`config.mk`:
```
export PLATFORM = sky130hd
export DESIGN_NAME = fast_ethernet_rx_pcs
export DESIGN_NICKNAME = d
export VERILOG_FILES = /design/src/pkg/rx_pcs_pkg.sv /design/src/pkg/nib_stream_if.sv /design/src/verilog/fast_ethernet_rx_pcs.sv /design/src/verilog/nib_buffer.sv
export VERILOG_INCLUDE_DIRS = /design/src /design/src/pkg
export SDC_FILE = /design/constraint.sdc
export NUM_CORES = 1
export LEC_CHECK = 0
export BUFFER_PORTS_ARGS = -buffer_cell sky130_fd_sc_hd__buf_4
export CORE_MARGIN = 5
export CORE_UTILIZATION = 60
export DETAILED_ROUTE_END_ITERATION = 7
export PLACE_DENSITY_LB_ADDON = 0.05
export SYNTH_ARGS = -nofsm -noshare
export SYNTH_HDL_FRONTEND = slang
export SYNTH_SLANG_ARGS = --single-unit
```
`constraint.sdc`:
```
create_clock -name core_clk -period 2.9 [get_ports core_clk]
set_input_delay 0.435 -clock core_clk [delete_from_list [all_inputs] [get_ports core_clk]]
set_output_delay 0.435 -clock core_clk [all_outputs]
set_load 0.05 [all_outputs]
```
`src/pkg/rx_pcs_params.svh`:
```
// constants for the 100 Mb/s receive coding path
`ifndef RX_PCS_PARAMS_SVH
`define RX_PCS_PARAMS_SVH

// ----------------------------------------
// timing
// ----------------------------------------
`define RX_CLK_MHZ 100
`define RX_HOLD_TIME_US 722
`define RX_LINK_TIME_US 395
`define RX_SD_QUAL_NS 1000
`define RX_HOLD_CYC (`RX_HOLD_TIME_US * `RX_CLK_MHZ)
`define RX_LINK_CYC (`RX_LINK_TIME_US * `RX_CLK_MHZ)
`define RX_SD_QUAL_CYC ((`RX_SD_QUAL_NS * `RX_CLK_MHZ + 999) / 1000)
`define RX_MII_DIV 4

// ----------------------------------------
// descrambler and alignment counts
// ----------------------------------------
`define RX_IDLE_SYNC_BITS 6'h3C
`define RX_IDLE_HOLD_BITS 6'h3A
`define RX_IDLE_RUN_BITS 6'h0A
`define RX_JK_LAST_BIT 3'h7
`define RX_LFSR_TAP_A 10
`define RX_LFSR_TAP_B 8

// ----------------------------------------
// code-groups and special nibbles
// ----------------------------------------
`define RX_CG_IDLE 5'h1F
`define RX_CG_J 5'h18
`define RX_CG_K 5'h11
`define RX_CG_T 5'h0D
`define RX_CG_R 5'h07
`define RX_CG_HALT 5'h04
`define RX_JK_PAIR 10'h311
`define RX_NIB_PREAMBLE 4'h5
`define RX_NIB_BAD_START_OF_STREAM 4'hE

`endif

```
`src/pkg/rx_pcs_pkg.sv`:
```
// types shared by the receive coding path
package rx_pcs_pkg;

  typedef enum logic [3:0] {
    ST_HUNT = 4'b0001,
    ST_IDLE = 4'b0010,
    ST_DATA = 4'b0100,
    ST_BAD = 4'b1000
  } rx_state_type;

  // buffer entry: {rx_dv, rx_er, nibble}
  typedef logic [5:0] nib_entry_type;

endpackage

```
`src/pkg/nib_stream_if.sv`:
```
// valid/ready stream carrying decoded nibbles
`timescale 1ns/1ps
interface nib_stream_if #(parameter int W = 6) ();
  logic valid;
  logic ready;
  logic [W-1:0] data;
  modport src (output valid, output data, input ready);
  modport snk (input valid, input data, output ready);
endinterface

```
`src/verilog/fast_ethernet_rx_pcs.sv`:
```
// receive coding path: MLT-3 symbols in, MII nibbles out
//
// How it works
// RULE1 - link pulses never raise signal detect
// RULE2 - three-level symbols become NRZI bits
// RULE3 - NRZI transitions become NRZ ones
// RULE4 - bits are grouped into 5-bit symbols
// RULE5 - descrambled bit is received XOR key
// RULE6 - lock after twelve unscrambled idle groups
// RULE7 - hold timer restarts on 58 idle bits
// RULE8 - hold expiry drops lock, resets descrambler
// RULE9 - aligner input bypasses descrambler when asked
// RULE10 - J/K pair fixes the group boundary
// RULE11 - lookup maps each group to nibble
// RULE12 - J/K replaced by two preamble nibbles
// RULE13 - T/R or two idles end packet
// RULE14 - signal detect held 395 us for link
// RULE15 - idle to non-J/K is bad start
// RULE16 - bad start sends error nibble 1110
// RULE17 - bad start counts false carrier once
// RULE18 - two idles clear error and carrier
// RULE19 - control groups idle, J, K, T, R, halt
// RULE20 - standard sixteen data code-groups
// RULE21 - key from 11-bit closed-loop LFSR
// RULE22 - lost link, or lost lock with bypass off, clears alignment
// RULE23 - one nibble per MII receive clock
`timescale 1ns/1ps
`include "rx_pcs_params.svh"
module fast_ethernet_rx_pcs #(
  parameter int HOLD_CYCLES = `RX_HOLD_CYC,
  parameter int LINK_CYCLES = `RX_LINK_CYC,
  parameter int CNT_W = 16
) (
  // clock and reset
  input wire logic core_clk,
  input wire logic nrst,
  // equalized symbols: 2'b00 zero, 2'b01 plus, 2'b11 minus
  input wire logic sym_valid,
  input wire logic [1:0] sym_level,
  // pins
  input wire logic energy_raw,
  input wire logic descr_bypass_raw,
  // status
  output logic signal_detect_q,
  output logic link_up_q,
  output logic descr_locked_q,
  output logic [CNT_W-1:0] false_carrier_event_counter_q,
  // MII receive side
  output logic mii_rx_clk_q,
  output logic [3:0] rxd_q,
  output logic rx_dv_q,
  output logic rx_er_q,
  output logic crs_q
);
  import rx_pcs_pkg::*;

  localparam int HW = $clog2(HOLD_CYCLES + 1);
  localparam int LW = $clog2(LINK_CYCLES + 1);
  localparam int QW = $clog2(`RX_SD_QUAL_CYC + 1);

  generate
    if (HOLD_CYCLES < 1 || LINK_CYCLES < 1 || CNT_W < 1) begin : g_bad_param
      $error("fast_ethernet_rx_pcs needs positive counts and counter width");
    end
  endgenerate

  // ----------------------------------------
  // code-group lookup
  // ----------------------------------------
  // returns {data_valid, nibble}
  function automatic logic [4:0] cg_decode(input logic [4:0] cg);
    logic [4:0] r;
    r = 5'h00;
    case (cg)
      5'h1E: r = 5'h10;
      5'h09: r = 5'h11;
      5'h14: r = 5'h12;
      5'h15: r = 5'h13;
      5'h0A: r = 5'h14;
      5'h0B: r = 5'h15;
      5'h0E: r = 5'h16;
      5'h0F: r = 5'h17;
      5'h12: r = 5'h18;
      5'h13: r = 5'h19;
      5'h16: r = 5'h1A;
      5'h17: r = 5'h1B;
      5'h1A: r = 5'h1C;
      5'h1B: r = 5'h1D;
      5'h1C: r = 5'h1E;
      5'h1D: r = 5'h1F;
      default: r = 5'h00;
    endcase
    return r;
  endfunction

  // ----------------------------------------
  // pin synchronisers
  // ----------------------------------------
  logic [2:0] en_sync_q;
  logic [2:0] byp_sync_q;
  logic energy_q;
  logic bypass_q;

  always_ff @(posedge core_clk or negedge nrst) begin
    if (!nrst) begin
      en_sync_q <= 3'h0;
      byp_sync_q <= 3'h0;
      energy_q <= 1'b0;
      bypass_q <= 1'b0;
    end else begin
      en_sync_q <= {en_sync_q[1:0], energy_raw};
      byp_sync_q <= {byp_sync_q[1:0], descr_bypass_raw};
      if (en_sync_q[1] == en_sync_q[2]) energy_q <= en_sync_q[2];
      if (byp_sync_q[1] == byp_sync_q[2]) bypass_q <= byp_sync_q[2];
    end
  end

  // ----------------------------------------
  // signal detect and link monitor
  // ----------------------------------------
  logic [QW-1:0] qual_cnt_q;
  logic [LW-1:0] link_cnt_q;

  // short link pulses never last the qualify time
  wire qual_done = (qual_cnt_q == QW'(`RX_SD_QUAL_CYC));
  wire link_done = (link_cnt_q == LW'(LINK_CYCLES));

  always_ff @(posedge core_clk or negedge nrst) begin
    if (!nrst) begin
      qual_cnt_q <= '0;
      signal_detect_q <= 1'b0;
      link_cnt_q <= '0;
      link_up_q <= 1'b0;
    end else begin
      if (!energy_q) qual_cnt_q <= '0;
      else if (!qual_done) qual_cnt_q <= qual_cnt_q + 1'b1;
      signal_detect_q <= energy_q && qual_done; // [RULE1]
      if (!signal_detect_q) link_cnt_q <= '0;
      else if (!link_done) link_cnt_q <= link_cnt_q + 1'b1;
      link_up_q <= signal_detect_q && link_done; // [RULE14]
    end
  end

  // ----------------------------------------
  // line decode and descrambler
  // ----------------------------------------
  logic nrzi_prev_q;
  logic [10:0] lfsr_q;
  logic [5:0] match_cnt_q;
  logic [5:0] ones_run_q;
  logic [HW-1:0] hold_cnt_q;

  wire nrzi_bit = (sym_level != 2'b00); // [RULE2]
  wire nrz_bit = nrzi_bit ^ nrzi_prev_q; // [RULE3]
  wire key_bit = lfsr_q[`RX_LFSR_TAP_A] ^ lfsr_q[`RX_LFSR_TAP_B]; // [RULE21]
  wire ud_bit = nrz_bit ^ key_bit; // [RULE5]
  wire lock_now = descr_locked_q || bypass_q;
  wire line_bit = bypass_q ? nrz_bit : ud_bit; // [RULE9]
  wire [5:0] ones_next = line_bit ? ((ones_run_q == 6'h3F) ? ones_run_q : ones_run_q + 6'h01) : 6'h00;
  // a long idle run keeps refreshing, so steady idle never lets the hold timer run out
  wire hold_refresh = sym_valid && (ones_next >= `RX_IDLE_HOLD_BITS); // [RULE7]
  wire hold_expired = descr_locked_q && (hold_cnt_q == '0);

  always_ff @(posedge core_clk or negedge nrst) begin
    if (!nrst) begin
      nrzi_prev_q <= 1'b0;
      lfsr_q <= 11'h000;
      match_cnt_q <= 6'h00;
      descr_locked_q <= 1'b0;
      hold_cnt_q <= '0;
    end else if (hold_expired || !link_up_q) begin
      descr_locked_q <= 1'b0; // [RULE8]
      lfsr_q <= 11'h000;
      match_cnt_q <= 6'h00;
      if (sym_valid) nrzi_prev_q <= nrzi_bit;
    end else begin
      if (sym_valid) begin
        nrzi_prev_q <= nrzi_bit;
        if (descr_locked_q) begin
          lfsr_q <= {lfsr_q[9:0], key_bit};
        end else begin
          // idle assumed: key equals inverted line bit
          lfsr_q <= {lfsr_q[9:0], ~nrz_bit};
          if (key_bit == ~nrz_bit) match_cnt_q <= match_cnt_q + 6'h01;
          else match_cnt_q <= 6'h00;
          if (key_bit == ~nrz_bit && match_cnt_q == `RX_IDLE_SYNC_BITS - 6'h01) begin
            descr_locked_q <= 1'b1; // [RULE6]
            hold_cnt_q <= HW'(HOLD_CYCLES); // [RULE7]
          end
        end
      end
      if (descr_locked_q) begin
        if (hold_refresh) hold_cnt_q <= HW'(HOLD_CYCLES); // [RULE7]
        else hold_cnt_q <= hold_cnt_q - 1'b1;
      end
    end
  end

  // ----------------------------------------
  // alignment and code-group state machine
  // ----------------------------------------
  rx_state_type state_q;
  logic [9:0] sreg_q;
  logic [2:0] gcnt_q;
  logic [2:0] zcnt_q;
  logic idle_cnt_q;
  logic t_seen_q;
  logic push_v_q;
  logic pre2_q;
  nib_entry_type push_d_q;

  nib_stream_if #(.W(6)) buf_in ();
  nib_stream_if #(.W(6)) buf_out ();

  wire run = link_up_q && lock_now;
  wire [9:0] window = {sreg_q[8:0], line_bit};
  wire [4:0] group = window[4:0];
  wire group_done = sym_valid && (gcnt_q == 3'h4); // [RULE4]
  wire jk_hit = (window == `RX_JK_PAIR); // [RULE10]
  wire is_idle = (group == `RX_CG_IDLE); // [RULE19]
  wire is_t = (group == `RX_CG_T);
  wire is_r = (group == `RX_CG_R);
  wire [4:0] dec = cg_decode(group); // [RULE11] [RULE20]
  wire second_idle = group_done && is_idle && idle_cnt_q;
  wire bad_start = sym_valid && (state_q == ST_IDLE) && !jk_hit && (zcnt_q == `RX_JK_LAST_BIT);
  wire accepted = push_v_q && buf_in.ready;

  assign buf_in.valid = push_v_q;
  assign buf_in.data = push_d_q;

  always_ff @(posedge core_clk or negedge nrst) begin
    if (!nrst) begin
      state_q <= ST_HUNT;
      sreg_q <= 10'h000;
      gcnt_q <= 3'h0;
      zcnt_q <= 3'h0;
      idle_cnt_q <= 1'b0;
      t_seen_q <= 1'b0;
      ones_run_q <= 6'h00;
      false_carrier_event_counter_q <= '0;
    end else if (!run) begin
      state_q <= ST_HUNT; // [RULE22]
      gcnt_q <= 3'h0;
      zcnt_q <= 3'h0;
      ones_run_q <= 6'h00;
    end else if (sym_valid) begin
      sreg_q <= window;
      ones_run_q <= ones_next;
      gcnt_q <= (gcnt_q == 3'h4) ? 3'h0 : gcnt_q + 3'h1;
      case (state_q)
        ST_HUNT: begin
          zcnt_q <= 3'h0;
          if (ones_next >= `RX_IDLE_RUN_BITS) state_q <= ST_IDLE;
        end
        ST_IDLE: begin
          idle_cnt_q <= 1'b0;
          t_seen_q <= 1'b0;
          if (jk_hit) begin
            state_q <= ST_DATA; // [RULE10]
            gcnt_q <= 3'h0;
            zcnt_q <= 3'h0;
          end else if (bad_start) begin
            state_q <= ST_BAD; // [RULE15]
            gcnt_q <= 3'h0;
            zcnt_q <= 3'h0;
            false_carrier_event_counter_q <= false_carrier_event_counter_q + 1'b1; // [RULE17]
          end else if (zcnt_q != 3'h0 || !line_bit) begin
            zcnt_q <= zcnt_q + 3'h1;
          end
        end
        ST_DATA: begin
          if (group_done) begin
            idle_cnt_q <= is_idle;
            if (second_idle || (t_seen_q && is_r)) state_q <= ST_HUNT; // [RULE13]
            t_seen_q <= is_t && !t_seen_q;
          end
        end
        default: begin
          if (group_done) begin
            idle_cnt_q <= is_idle;
            if (second_idle) state_q <= ST_HUNT; // [RULE18]
          end
        end
      endcase
    end
  end

  // ----------------------------------------
  // nibble hand-off into the buffer
  // ----------------------------------------
  wire data_push = (state_q == ST_DATA) && group_done && !is_idle && !(t_seen_q && is_r) && !(is_t && !t_seen_q);
  wire bad_push = (state_q == ST_BAD) && group_done && !second_idle;
  wire jk_push = (state_q == ST_IDLE) && sym_valid && jk_hit;
  wire do_push = run && (data_push || bad_push || jk_push);
  wire [5:0] data_entry = {1'b1, !dec[4], dec[3:0]};
  wire [5:0] bad_entry = {2'b01, `RX_NIB_BAD_START_OF_STREAM}; // [RULE16]
  wire [5:0] pre_entry = {2'b10, `RX_NIB_PREAMBLE}; // [RULE12]
  wire [5:0] push_sel = jk_push ? pre_entry : (bad_push ? bad_entry : data_entry);

  always_ff @(posedge core_clk or negedge nrst) begin
    if (!nrst) begin
      push_v_q <= 1'b0;
      push_d_q <= 6'h00;
      pre2_q <= 1'b0;
    end else if (do_push) begin
      push_v_q <= 1'b1;
      push_d_q <= push_sel;
      pre2_q <= jk_push; // [RULE12]
    end else if (accepted) begin
      push_v_q <= pre2_q;
      pre2_q <= 1'b0;
    end
  end

  nib_buffer #(.WIDTH(6), .DEPTH(2)) u_buf (
    .clk(core_clk),
    .rst_n(nrst),
    .in_s(buf_in),
    .out_s(buf_out)
  );

  // ----------------------------------------
  // MII output at one nibble per receive clock
  // ----------------------------------------
  logic [1:0] div_q;
  wire mii_tick = (div_q == 2'(`RX_MII_DIV - 1));
  assign buf_out.ready = mii_tick; // [RULE23]
  wire pop = mii_tick && buf_out.valid;
  wire busy = (state_q == ST_DATA) || (state_q == ST_BAD);

  always_ff @(posedge core_clk or negedge nrst) begin
    if (!nrst) begin
      div_q <= 2'h0;
      mii_rx_clk_q <= 1'b0;
      rxd_q <= 4'h0;
      rx_dv_q <= 1'b0;
      rx_er_q <= 1'b0;
      crs_q <= 1'b0;
    end else begin
      div_q <= div_q + 2'h1;
      // falls on the tick, so each nibble is mid-period at the rising edge
      mii_rx_clk_q <= div_q[0] ^ div_q[1];
      if (mii_tick) begin
        rxd_q <= pop ? buf_out.data[3:0] : 4'h0;
        rx_dv_q <= pop && buf_out.data[5];
        rx_er_q <= pop && buf_out.data[4]; // [RULE16] [RULE18]
        crs_q <= busy || pop || buf_out.valid; // [RULE18]
      end
    end
  end

endmodule

```
`src/verilog/nib_buffer.sv`:
```
// small valid/ready buffer between decoder and MII output
`timescale 1ns/1ps
module nib_buffer #(
  parameter int WIDTH = 6,
  parameter int DEPTH = 2
) (
  // clock and reset
  input wire logic clk,
  input wire logic rst_n,
  // fill and drain sides
  nib_stream_if.snk in_s,
  nib_stream_if.src out_s
);

  localparam int AW = (DEPTH > 2) ? $clog2(DEPTH) : 1;

  generate
    if (DEPTH < 2 || (DEPTH & (DEPTH - 1)) != 0) begin : g_bad_depth
      $error("nib_buffer depth must be a power of two, at least 2");
    end
  endgenerate

  logic [WIDTH-1:0] mem [DEPTH];
  logic [AW-1:0] wr_q;
  logic [AW-1:0] rd_q;
  logic [AW:0] cnt_q;

  wire full = (cnt_q == (AW + 1)'(DEPTH));
  wire empty = (cnt_q == '0);
  wire do_wr = in_s.valid && !full;
  wire do_rd = out_s.ready && !empty;

  assign in_s.ready = !full;
  assign out_s.valid = !empty;
  assign out_s.data = mem[rd_q];

  always_ff @(posedge clk) begin
    if (do_wr) begin
      mem[wr_q] <= in_s.data;
    end
  end

  always_ff @(posedge clk or negedge rst_n) begin
    if (!rst_n) begin
      wr_q <= '0;
      rd_q <= '0;
      cnt_q <= '0;
    end else begin
      if (do_wr) wr_q <= wr_q + 1'b1;
      if (do_rd) rd_q <= rd_q + 1'b1;
      if (do_wr && !do_rd) cnt_q <= cnt_q + 1'b1;
      else if (do_rd && !do_wr) cnt_q <= cnt_q - 1'b1;
    end
  end

endmodule

```
==> metrics.csv, run 1 <==
stage,metric,value,unit
run_status,status,"finished, violations left",
run_status,violations in the final reports,negative hold slack,
yosys,cell area after synthesis,7080,um^2
clocking,H-tree Lvls,4,
floorplanning,Rows,39,
flow_run,max cap viols,0,
clocking,cts hold-fix bufs,0,
setup_path,crit path launch type,flop,
timing,Final Max Slew Viols,0,
timing,Hold WS,-0.00337,ns
timing,Tmin final,2.56,ns
yosys,number of enable flip-flop cells after synthesis,12,
yosys,"Avg Cell Area, Syn",10.3,um^2
clocking,CTS tree,yes,
clocking,CTS Sinks,145,
yosys,largest family of logic cells by synthesized area,simple AND/OR/NAND/NOR gates,
placement,GP Congestion,0.892,
global_routing,largest net degree at the start of global routing,59,
yosys,Synth Instances,688,
clocking,maximum root-to-sink buffer count,2,
floorplanning,Die X,119,um
yosys,synthesis-stage register bit count,145,
yosys,part of the Yosys area used for sequential elements,52.1,%
yosys,Synth cell types,69,
timing,Tightest Pin Transition,0.635,ns
cells_and_area,multi-input logic area,3190,um^2
timing,RSZ-0062 raised after global routing,false,
global_routing,vias in the first global route,5198,
hold_path,min-delay worst type,input port to asynchronous set/reset pin,
global_routing,first-pass GRT wire length,24.6,mm
cells_and_area,Fill cells,874,
power_and_ir_drop,Power Total,4990,uW
yosys,mux share of post-synthesis cell area,3.92,%
timing,Max Clock Freq,0.391,GHz
setup_path,CP max stage cell,or3_1,
yosys,top_reg_cell synth,dfrtp_1,
clocking,post-cts resize count,0,
global_routing,grt ovf,0,
yosys,Compound-Gate Fraction of Synth Area,13.6,%
timing,setup TNS,0,ns
power_and_ir_drop,PwrDens,608,nW/um^2
power_and_ir_drop,Max VDD drop,0.000492,V
clocking,clock root cell,clkbuf_16,
timing,final hold violations,1,
power_and_ir_drop,cell leakage power,0.00357,uW
timing,Layout Skew,0.00950,ns
cells_and_area,Post-Route Utilization,71.3,%
setup_path,crit path buf inv count,2,
floorplanning,core area,11500,um^2
cells_and_area,Synth-to-Final Area Change,15.9,%
timing,final setup fails,0,
setup_path,"slowest stage delay, CP",0.43,ns
timing,fin crit share,88.2,%
yosys,ys async rst share,91.7,%
clocking,worst skew pair latency,0.43,ns
clocking,total setup buffers inserted after CTS,0,
yosys,Simple-Gate Fraction of Synth Area,18.8,%
floorplanning,Die H,119,um
routing,Routed WL per cell,15.7,um
yosys,total nets after synthesis,713,
floorplanning,Initial Util,61.5,%
setup_path,"delay-heaviest family, CP",compound AO/OA/AOI/OAI gates,
routing,via count,5291,
setup_path,Crit. End Element,flop,
cells_and_area,n_diodes,0,
clocking,"Clk pin slew, worst setup/hold paths",0.06,ns
setup_path,CP arrival,2.85,ns
routing,WL final,14.0,mm
cells_and_area,Seq. cell area,3690,um^2
routing,vias per std cell,5.93,
floorplanning,die area,14100,um^2
placement,HPWL after detailed placement,9.56,mm
setup_path,Crit Path Class,flop to flop,
clocking,Inserted Clock Buffers,17,
routing,antenna-violating nets left,0,
placement,IO buf count,33,
setup_path,CP most frequent cell,o221ai_1,
cells_and_area,share of cells above drive strength 1,14.0,%
setup_path,crit-path cells,"or3_1, a211oi_2, buf_4, o221ai_1, o31ai_2, buf_12, or2_1, o221ai_1",
global_routing,GRT Overall Usage,21.3,%
yosys,Synth Area in Adders,3.46,%
global_routing,initial antenna violation count,0,
cells_and_area,Final nets,761,
yosys,xor and xnor area share after synthesis,5.28,%
routing,number of remaining DRC errors,0,
setup_path,crit-path max FO,21,
routing,drt pass-1 iters,4,
yosys,Syn. warnings,0,
timing,Slew Limit Headroom,57.6,%
setup_path,CP required,3.19,ns
routing,DR iter-0 viols,342,
floorplanning,# IOs,34,
report_power, final:
part	switching, uW	internal, uW
Combinational	331	195
Sequential	91.0	2130
Clock	818	1420
Total	1240	3750
routing by layer:
layer,GRT usage [%],routed length (um),vias to the layer above
li1,-,-,2566
met2,33.9,6780,111
met4,8.69,233,0
met5,0,0,-
met1,28.1,6270,2593
met3,5.30,706,21
worst register-to-register path: cells and delay by family (launching register included):
family,cells,cell delay [ns]
AND/OR/NAND/NOR,2,0.70
buffers and inverters,2,0.37
flip-flops,1,0.41
AO/OA/AOI/OAI,4,0.93
cell usage in the layout (no fill, tap or decap), drive strengths merged, types with 4 or more instances in the layout:
master,count
nor2b,7
nor4b,8
dfrtp,132
nor2,65
edfxtp,12
clkinv,6
o21a,4
o211ai,6
ha,18
xnor2,27
a21o,4
nor3,17
nand4,20
mux2,6
a2bb2oi,6
and4,6
or3,8
and3,9
a31oi,9
and2,8
nor4,6
a21boi,4
nand2,67
nand3,25
o21ai,41
nand2b,4
xor2,13
a211oi,4
o31ai,7
or2,6
a21oi,20
o22ai,9
clkbuf,23
inv,29
mux2i,21
buf,52
kinds of logic after synthesis:
| group | Yosys count |
|---|---|
| and+or+nand+nor | 262 |
| DFF | 145 |
| AOI/OAI and AO/OA | 140 |
| buffers and inverters | 53 |
| xor gates and xnor gates | 41 |
| muxes | 27 |
| adders and majority gates | 20 |
Yosys cell counts (all sizes together), types with 6 or more instances:
cell       n  share of area [%]
o21ai     41                2.9
buf        8               0.51
xnor2     27                3.3
clkbuf    15               0.80
nand3     25                1.8
nor2      65                3.4
mux2i     21                3.0
a21oi     20                1.4
or3        8               0.78
o31ai      7               0.74
o211ai     6               0.64
inv       29                1.5
and2       8               0.71
o22ai      9               0.80
dfrtp    132                 47
nor4b      8                1.1
nor2b      7               0.62
nand4     20                1.8
ha        18                3.2
nor3      17                1.3
and4       6               0.74
nand2     67                3.6
xor2      13                1.6
a2bb2oi    6               0.74
a31oi      9               0.80
edfxtp    12                5.1
mux2       6               0.95
or2        6               0.53
and3       9               0.80
nor4       6               0.62
worst paths after layout:
| path | from | end | slack [ns] | depth (start not counted) |
|---|---|---|---|---|
| worst max register to register | nrzi_prev_q$_DFFE_PN0P_ | hold_cnt_q[5]$_DFFE_PN0P_ | 0.34 | 8 |
| worst min register to register | en_sync_q[0]$_DFF_PN0_ | en_sync_q[1]$_DFF_PN0_ | 0.37 | 0 |
| min in group core_clk | descr_bypass_raw | byp_sync_q[0]$_DFF_PN0_ | 0.11 | 1 |
| max in group asynchronous | nrst | false_carrier_event_counter_q[1]$_DFFE_PN0P_ | 2.01 | 3 |
| worst min-delay path | nrst | hold_cnt_q[3]$_DFFE_PN0P_ | -0.003 | 1 |
| worst max-delay path | nrzi_prev_q$_DFFE_PN0P_ | hold_cnt_q[5]$_DFFE_PN0P_ | 0.34 | 8 |
final cells by class:
| class | count | area share [%] |
|---|---|---|
| sequential | 145 | 45.0 |
| clock inverter | 9 | 1.59 |
| multi-input combinational | 490 | 38.9 |
| inverter | 30 | 1.37 |
| tap | 143 | 2.18 |
| clock buffer | 23 | 5.82 |
| timing repair buffer | 52 | 5.21 |
through the flow:
step           setup WS [ns]  instances  instance area, um^2
2_1_floorplan          0.471        688                 7080
3_5_place_dp           0.167        860                 7600
4_1_cts                0.365        892                 8210
5_1_grt                0.177        892                 8210
6_report               0.343        892                 8210
3_3_place_gp           0.270        860                 7600
sequential cells by signal, summed over array words and instances, names as in the netlist, 7 cells and up:
signal	flops
link_cnt_q	16
sreg_q	9
false_carrier_event_counter_q	16
u_buf.mem	12
hold_cnt_q	17
qual_cnt_q	7
lfsr_q	11
(Power assumes the default switching activity.)
==> run 2: changes to the inputs <==
- CORE_ASPECT_RATIO: not set -> 0.9
==> run 2 against run 1 <==
Net effect: the flow now finishes without violations; die area about the same; combinational power up 2%; routed wire length up 1.1%; critical path depth down 1; largest power group is now sequential cells.
==> metrics.csv, run 2 (synthesized netlist as in run 1, its figures left out) <==
stage,metric,value,unit
power_and_ir_drop,Switching Share,27.2,%
hold_path,Hold Path Stages,1,
timing,fin crit share,89.4,%
placement,IO buf count,33,
setup_path,Crit Path Class,flop to flop,
routing,drt pass-1 iters,8,
cells_and_area,"most common cell after layout, fill and taps aside",dfrtp_1,
cells_and_area,Post-Route Utilization,71.0,%
global_routing,GRT Overall Usage,21.0,%
clocking,total setup buffers inserted after CTS,0,
timing,Tightest Pin Transition,0.815,ns
clocking,H-tree Lvls,4,
routing,number of remaining DRC errors,0,
global_routing,first-pass GRT wire length,24.6,mm
setup_path,crit-path max FO,10,
run_status,status,"complete, no violations",
routing,WL final,14.1,mm
power_and_ir_drop,clock network fraction of total power,42.8,%
placement,dpl cell area,7580,um^2
floorplanning,Initial Util,61.7,%
clocking,CTS Sinks,145,
cells_and_area,most frequent cells in the layout,"dfrtp_1 (132), nand2_1 (67), nor2_1 (65), buf_4 (48), o21ai_0 (32)",
power_and_ir_drop,Internal Pwr Total,3520,uW
clocking,maximum root-to-sink buffer count,2,
floorplanning,# IOs,34,
power_and_ir_drop,Gate power share,11.1,%
timing,Max Clock Freq,0.386,GHz
timing,final hold violations,0,
global_routing,vias in the first global route,5234,
floorplanning,Rows,37,
timing,Tmin final,2.59,ns
timing,Slew Limit Headroom,44.3,%
clocking,"Clk pin slew, worst setup/hold paths",0.06,ns
setup_path,CP required,3.26,ns
floorplanning,Die X,125,um
global_routing,initial antenna violation count,0,
placement,HPWL after detailed placement,9.68,mm
floorplanning,core area,11500,um^2
setup_path,"slowest stage delay, CP",0.78,ns
cells_and_area,Fill cells,867,
routing,antenna-violating nets left,0,
clocking,Inserted Clock Buffers,17,
global_routing,largest net degree at the start of global routing,63,
cells_and_area,Largest Register,hold_cnt_q,
timing,setup TNS,0,ns
clocking,cts hold-fix bufs,1,
cells_and_area,max reg flops,17,
power_and_ir_drop,Switching Power,1310,uW
setup_path,CP max stage cell,a2111oi_0,
cells_and_area,share of cells above drive strength 1,13.9,%
power_and_ir_drop,cell leakage power,0.00351,uW
routing,DR iter-0 viols,390,
clocking,worst skew pair latency,0.42,ns
timing,RSZ-0062 raised after global routing,false,
cells_and_area,fin area,8150,um^2
clocking,CTS tree,yes,
cells_and_area,Synth-to-Final Area Change,15.1,%
floorplanning,Die H,113,um
routing,via count,5331,
timing,final setup fails,0,
clocking,post-cts resize count,0,
cells_and_area,n_diodes,0,
timing,Layout Skew,0.00827,ns
cells_and_area,largest registers,"hold_cnt_q x17, false_carrier_event_counter_q x16, link_cnt_q x16",
setup_path,CP arrival,2.95,ns
routing,Routed WL per cell,15.7,um
power_and_ir_drop,Flop pwr share,46.1,%
timing,Final Max Slew Viols,0,
placement,GP Congestion,0.927,
floorplanning,die area,14100,um^2
power_and_ir_drop,PwrDens,593,nW/um^2
clocking,clock root cell,clkbuf_16,
flow_run,max cap viols,0,
power_and_ir_drop,Max VDD drop,0.000365,V
setup_path,crit path launch type,flop,
setup_path,crit-path cells,"nor4b_1, buf_4, nand4_1, a2111oi_0, a21oi_1, nand2_1, o221a_2",
global_routing,grt ovf,0,
cells_and_area,Non-Filler Instances,904,
cells_and_area,Final nets,760,
placement,placed insts,871,
setup_path,Crit. End Element,flop,
setup_path,worst r2r path cells,7,
routing,vias per std cell,5.90,
hold_path,min-delay worst type,input port to flop,
power_and_ir_drop,Power Total,4830,uW
-- run 2: path summary, 6_finish.rpt --
check,slack (ns),startpoint,endpoint
worst max-delay path,0.31,state_q[1]$_DFFE_PN0P_,buf_in.data[0]$_DFFE_PN0P_
worst min-delay path,0.13,energy_raw,en_sync_q[0]$_DFF_PN0_
worst max register to register,0.31,state_q[1]$_DFFE_PN0P_,buf_in.data[0]$_DFFE_PN0P_
worst min register to register,0.35,byp_sync_q[0]$_DFF_PN0_,byp_sync_q[1]$_DFF_PN0_
max in group asynchronous,1.67,nrst,false_carrier_event_counter_q[14]$_DFFE_PN0P_
min in group asynchronous,0.54,nrst,hold_cnt_q[10]$_DFFE_PN0P_
-- run 2: routing by layer --
metal  routed length [um]  up-vias  global-route usage [%]
li1                     -     2565                       -
met5                    0        -                       0
met3                  596       26                    5.10
met2                 6780      126                    34.3
met1                 6520     2614                    27.9
met4                  252        0                    7.23
-- run 2: power groups by stage --
stage | logic, uW | clock network [uW] | registers [uW]
final | 534 | 2070 | 2230
after global routing | 575 | 2210 | 2240
after detailed placement | 533 | 0 | 2260
after CTS | 540 | 2110 | 2230
after global placement | 518 | 0 | 2260
after floorplan | 224 | 0 | 2390
-- run 2: cell type report --
| cell class | instances | area [um^2] | area share (%) |
|---|---|---|---|
| clock buffer | 19 | 433 | 5.31 |
| clock inverter | 13 | 126 | 1.55 |
| inverter | 30 | 113 | 1.38 |
| multi-input combinational | 490 | 3190 | 39.2 |
| sequential | 145 | 3690 | 45.3 |
| tap | 156 | 195 | 2.40 |
| timing repair buffer | 51 | 402 | 4.93 |
-- run 2: critical path: cells and delay by family (launching register included) --
| kind | cells | cell delay, ns |
|---|---|---|
| compound gates | 3 | 1.18 |
| simple gates | 3 | 0.65 |
| flops | 1 | 0.51 |
| buf+inv | 1 | 0.20 |
-- run 2: per-stage QoR --
step                      worst slack (ns)  hold slack [ns]
after floorplan                      0.471            0.139
after global routing                 0.157            0.110
after detailed placement             0.219            0.336
final                                0.307            0.126
after CTS                            0.358            0.107
after global placement               0.306            0.331
==> run 3: changes to the inputs <==
- ABC_AREA: not set -> 1
==> run 3 against run 2 <==
Net effect: the run now ends with negative hold slack left; synthesized cell count rose by 25%; hold slack got worse by 0.13 ns; critical path depth increased by 5; total power fell by 4.3%; largest power group is now the clock network.
==> metrics.csv, run 3 <==
stage,metric,value,unit
timing,Slew Limit Headroom,59.1,%
cells_and_area,Largest Register,hold_cnt_q,
hold_path,min-delay worst type,input port to asynchronous set/reset pin,
placement,placed insts,1043,
placement,IO buf count,33,
timing,Final Max Slew Viols,0,
power_and_ir_drop,PwrDens,548,nW/um^2
setup_path,CP required,3.25,ns
yosys,total nets after synthesis,882,
yosys,commonest cells in the netlist,"nand2_1 (175), dfrtp_1 (132), inv_1 (112)",
global_routing,largest net degree at the start of global routing,69,
yosys,area fraction of the dominant cell type after synthesis,44.9,%
placement,dpl cell area,7790,um^2
placement,HPWL after detailed placement,10.4,mm
yosys,most common cell in the netlist,nand2_1,
cells_and_area,Final nets,927,
setup_path,Crit. End Element,flop,
cells_and_area,Fill cells,971,
clocking,"Clk pin slew, worst setup/hold paths",0.06,ns
floorplanning,core area,12000,um^2
yosys,"Avg Cell Area, Syn",8.58,um^2
floorplanning,Die X,127,um
yosys,ys async rst share,91.7,%
setup_path,worst r2r path cells,12,
clocking,cts hold-fix bufs,0,
clocking,clock root cell,clkbuf_16,
routing,DR iter-0 viols,329,
yosys,number of enable flip-flop cells after synthesis,12,
power_and_ir_drop,Power Total,4620,uW
routing,vias per std cell,5.39,
timing,setup TNS,0,ns
global_routing,vias in the first global route,5632,
power_and_ir_drop,cell leakage power,0.00390,uW
floorplanning,die area,14600,um^2
power_and_ir_drop,Switching Share,21.2,%
global_routing,first-pass GRT wire length,25.6,mm
yosys,largest area contributor in the synthesized netlist,dfrtp_1,
cells_and_area,most frequent cells in the layout,"nand2_1 (175), dfrtp_1 (132), inv_1 (112), nor2_1 (91), o21ai_0 (67)",
floorplanning,Initial Util,61.1,%
timing,Max Clock Freq,0.434,GHz
yosys,top post-synthesis cells by area,"dfrtp_1 (45%), nand2_1 (8.9%), inv_1 (5.7%)",
setup_path,Crit Path Class,flop to flop,
setup_path,crit-path max FO,12,
cells_and_area,share of cells above drive strength 1,13.7,%
power_and_ir_drop,Switching Power,979,uW
run_status,status,"finished, violations left",
run_status,violations in the final reports,negative hold slack,
clocking,H-tree Lvls,4,
power_and_ir_drop,Internal Pwr Total,3640,uW
global_routing,grt ovf,0,
power_and_ir_drop,clock network fraction of total power,51.0,%
routing,number of remaining DRC errors,0,
clocking,total setup buffers inserted after CTS,0,
global_routing,initial antenna violation count,0,
cells_and_area,Non-Filler Instances,1075,
cells_and_area,"most common cell after layout, fill and taps aside",nand2_1,
timing,fin crit share,79.5,%
yosys,Synth cell types,48,
yosys,top_reg_cell synth,dfrtp_1,
routing,via count,5789,
cells_and_area,n_diodes,0,
yosys,Synth Instances,857,
timing,Layout Skew,0.00594,ns
routing,Routed WL per cell,13.7,um
yosys,cell area after synthesis,7350,um^2
floorplanning,Rows,38,
clocking,maximum root-to-sink buffer count,2,
timing,RSZ-0062 raised after global routing,false,
routing,antenna-violating nets left,0,
cells_and_area,largest registers,"hold_cnt_q x17, false_carrier_event_counter_q x16, link_cnt_q x16",
power_and_ir_drop,Flop pwr share,45.4,%
yosys,Syn. warnings,0,
floorplanning,Die H,115,um
floorplanning,# IOs,34,
cells_and_area,Synth-to-Final Area Change,14.7,%
power_and_ir_drop,Gate power share,3.6,%
global_routing,GRT Overall Usage,21.5,%
yosys,synthesis-stage register bit count,145,
power_and_ir_drop,Max VDD drop,0.000452,V
clocking,post-cts resize count,0,
timing,Tightest Pin Transition,0.613,ns
clocking,worst skew pair latency,0.42,ns
routing,WL final,14.8,mm
cells_and_area,fin area,8430,um^2
cells_and_area,max reg flops,17,
routing,drt pass-1 iters,5,
timing,Hold WS,-0.00541,ns
timing,Tmin final,2.30,ns
setup_path,CP arrival,2.66,ns
clocking,Inserted Clock Buffers,17,
timing,final hold violations,7,
timing,final setup fails,0,
placement,GP Congestion,0.856,
setup_path,crit path launch type,flop,
yosys,part of the Yosys area used for sequential elements,50.2,%
clocking,CTS Sinks,145,
clocking,CTS tree,yes,
flow_run,max cap viols,0,
==> run 3: critical path, cell delays in order (launching register included) <==
cell     delay [ns]
dfrtp_1        0.36
inv_1          0.14
ha_1           0.23
nand3_2        0.12
nor2_1         0.26
nand4_1        0.17
nand2_2        0.18
inv_2          0.11
nand2_2        0.08
inv_1          0.17
nand2_2        0.20
o21ai_0        0.10
nor2_1         0.09
==> run 3: cells by family (layout without fill, tap and decap cells) <==
group,count (synthesis),count (layout),synth area share (%)
buffers and inverters,132,190,7.05
AOI/OAI and AO/OA,129,129,10.1
adders and majority gates,20,20,3.34
xor gates and xnor gates,32,32,3.91
DFF,145,145,50.2
and+or+nand+nor,399,399,25.4
==> run 3: layout make-up <==
| class | count | area, um^2 | area share [%] |
|---|---|---|---|
| Multi-Input combinational cell | 580 | 3140 | 37.3 |
| Clock buffer | 17 | 425 | 5.05 |
| Inverter | 119 | 447 | 5.30 |
| Timing Repair Buffer | 39 | 309 | 3.67 |
| Sequential cell | 145 | 3690 | 43.8 |
| Clock inverter | 15 | 214 | 2.54 |
| Tap cell | 160 | 200 | 2.38 |
==> run 3: power groups by stage <==
| stage | clock network, uW | logic [uW] | registers, uW |
|---|---|---|---|
| after floorplan | 0 | 100 | 2120 |
| after CTS | 2400 | 169 | 2100 |
| after global routing | 2510 | 192 | 2100 |
| final | 2360 | 167 | 2100 |
| after global placement | 0 | 163 | 2130 |
| after detailed placement | 0 | 169 | 2140 |
==> run 3: metal layers <==
layer	up-vias	global-route usage [%]	share of wire (%)
met3	13	5.25	4.6
li1	2893	-	-
met5	-	0	0
met1	2761	28.5	45
met4	0	7.29	1.2
met2	122	35.2	49
==> run 3: path summary, 6_finish.rpt <==
| kind | end | slack [ns] | start |
|---|---|---|---|
| setup / recovery | hold_cnt_q[7]$_DFFE_PN0P_ | 0.60 | hold_cnt_q[0]$_DFFE_PN0P_ |
| hold / removal | byp_sync_q[1]$_DFF_PN0_ | -0.005 | nrst |
| setup reg to reg | hold_cnt_q[7]$_DFFE_PN0P_ | 0.60 | hold_cnt_q[0]$_DFFE_PN0P_ |
| hold reg to reg | en_sync_q[1]$_DFF_PN0_ | 0.35 | en_sync_q[0]$_DFF_PN0_ |
| max in group asynchronous | state_q[0]$_DFFE_PN1P_ | 2.11 | nrst |
| min in group core_clk | byp_sync_q[0]$_DFF_PN0_ | 0.12 | descr_bypass_raw |
==> run 3: through the flow <==
step	hold WS, ns	utilization, %	setup WS, ns
2_1_floorplan	0.139	-	0.865
3_3_place_gp	0.335	64.7	0.773
3_5_place_dp	0.338	64.7	0.625
4_1_cts	0.00993	70.1	0.589
5_1_grt	0.0361	70.1	0.314
6_report	-0.00541	70.1	0.595
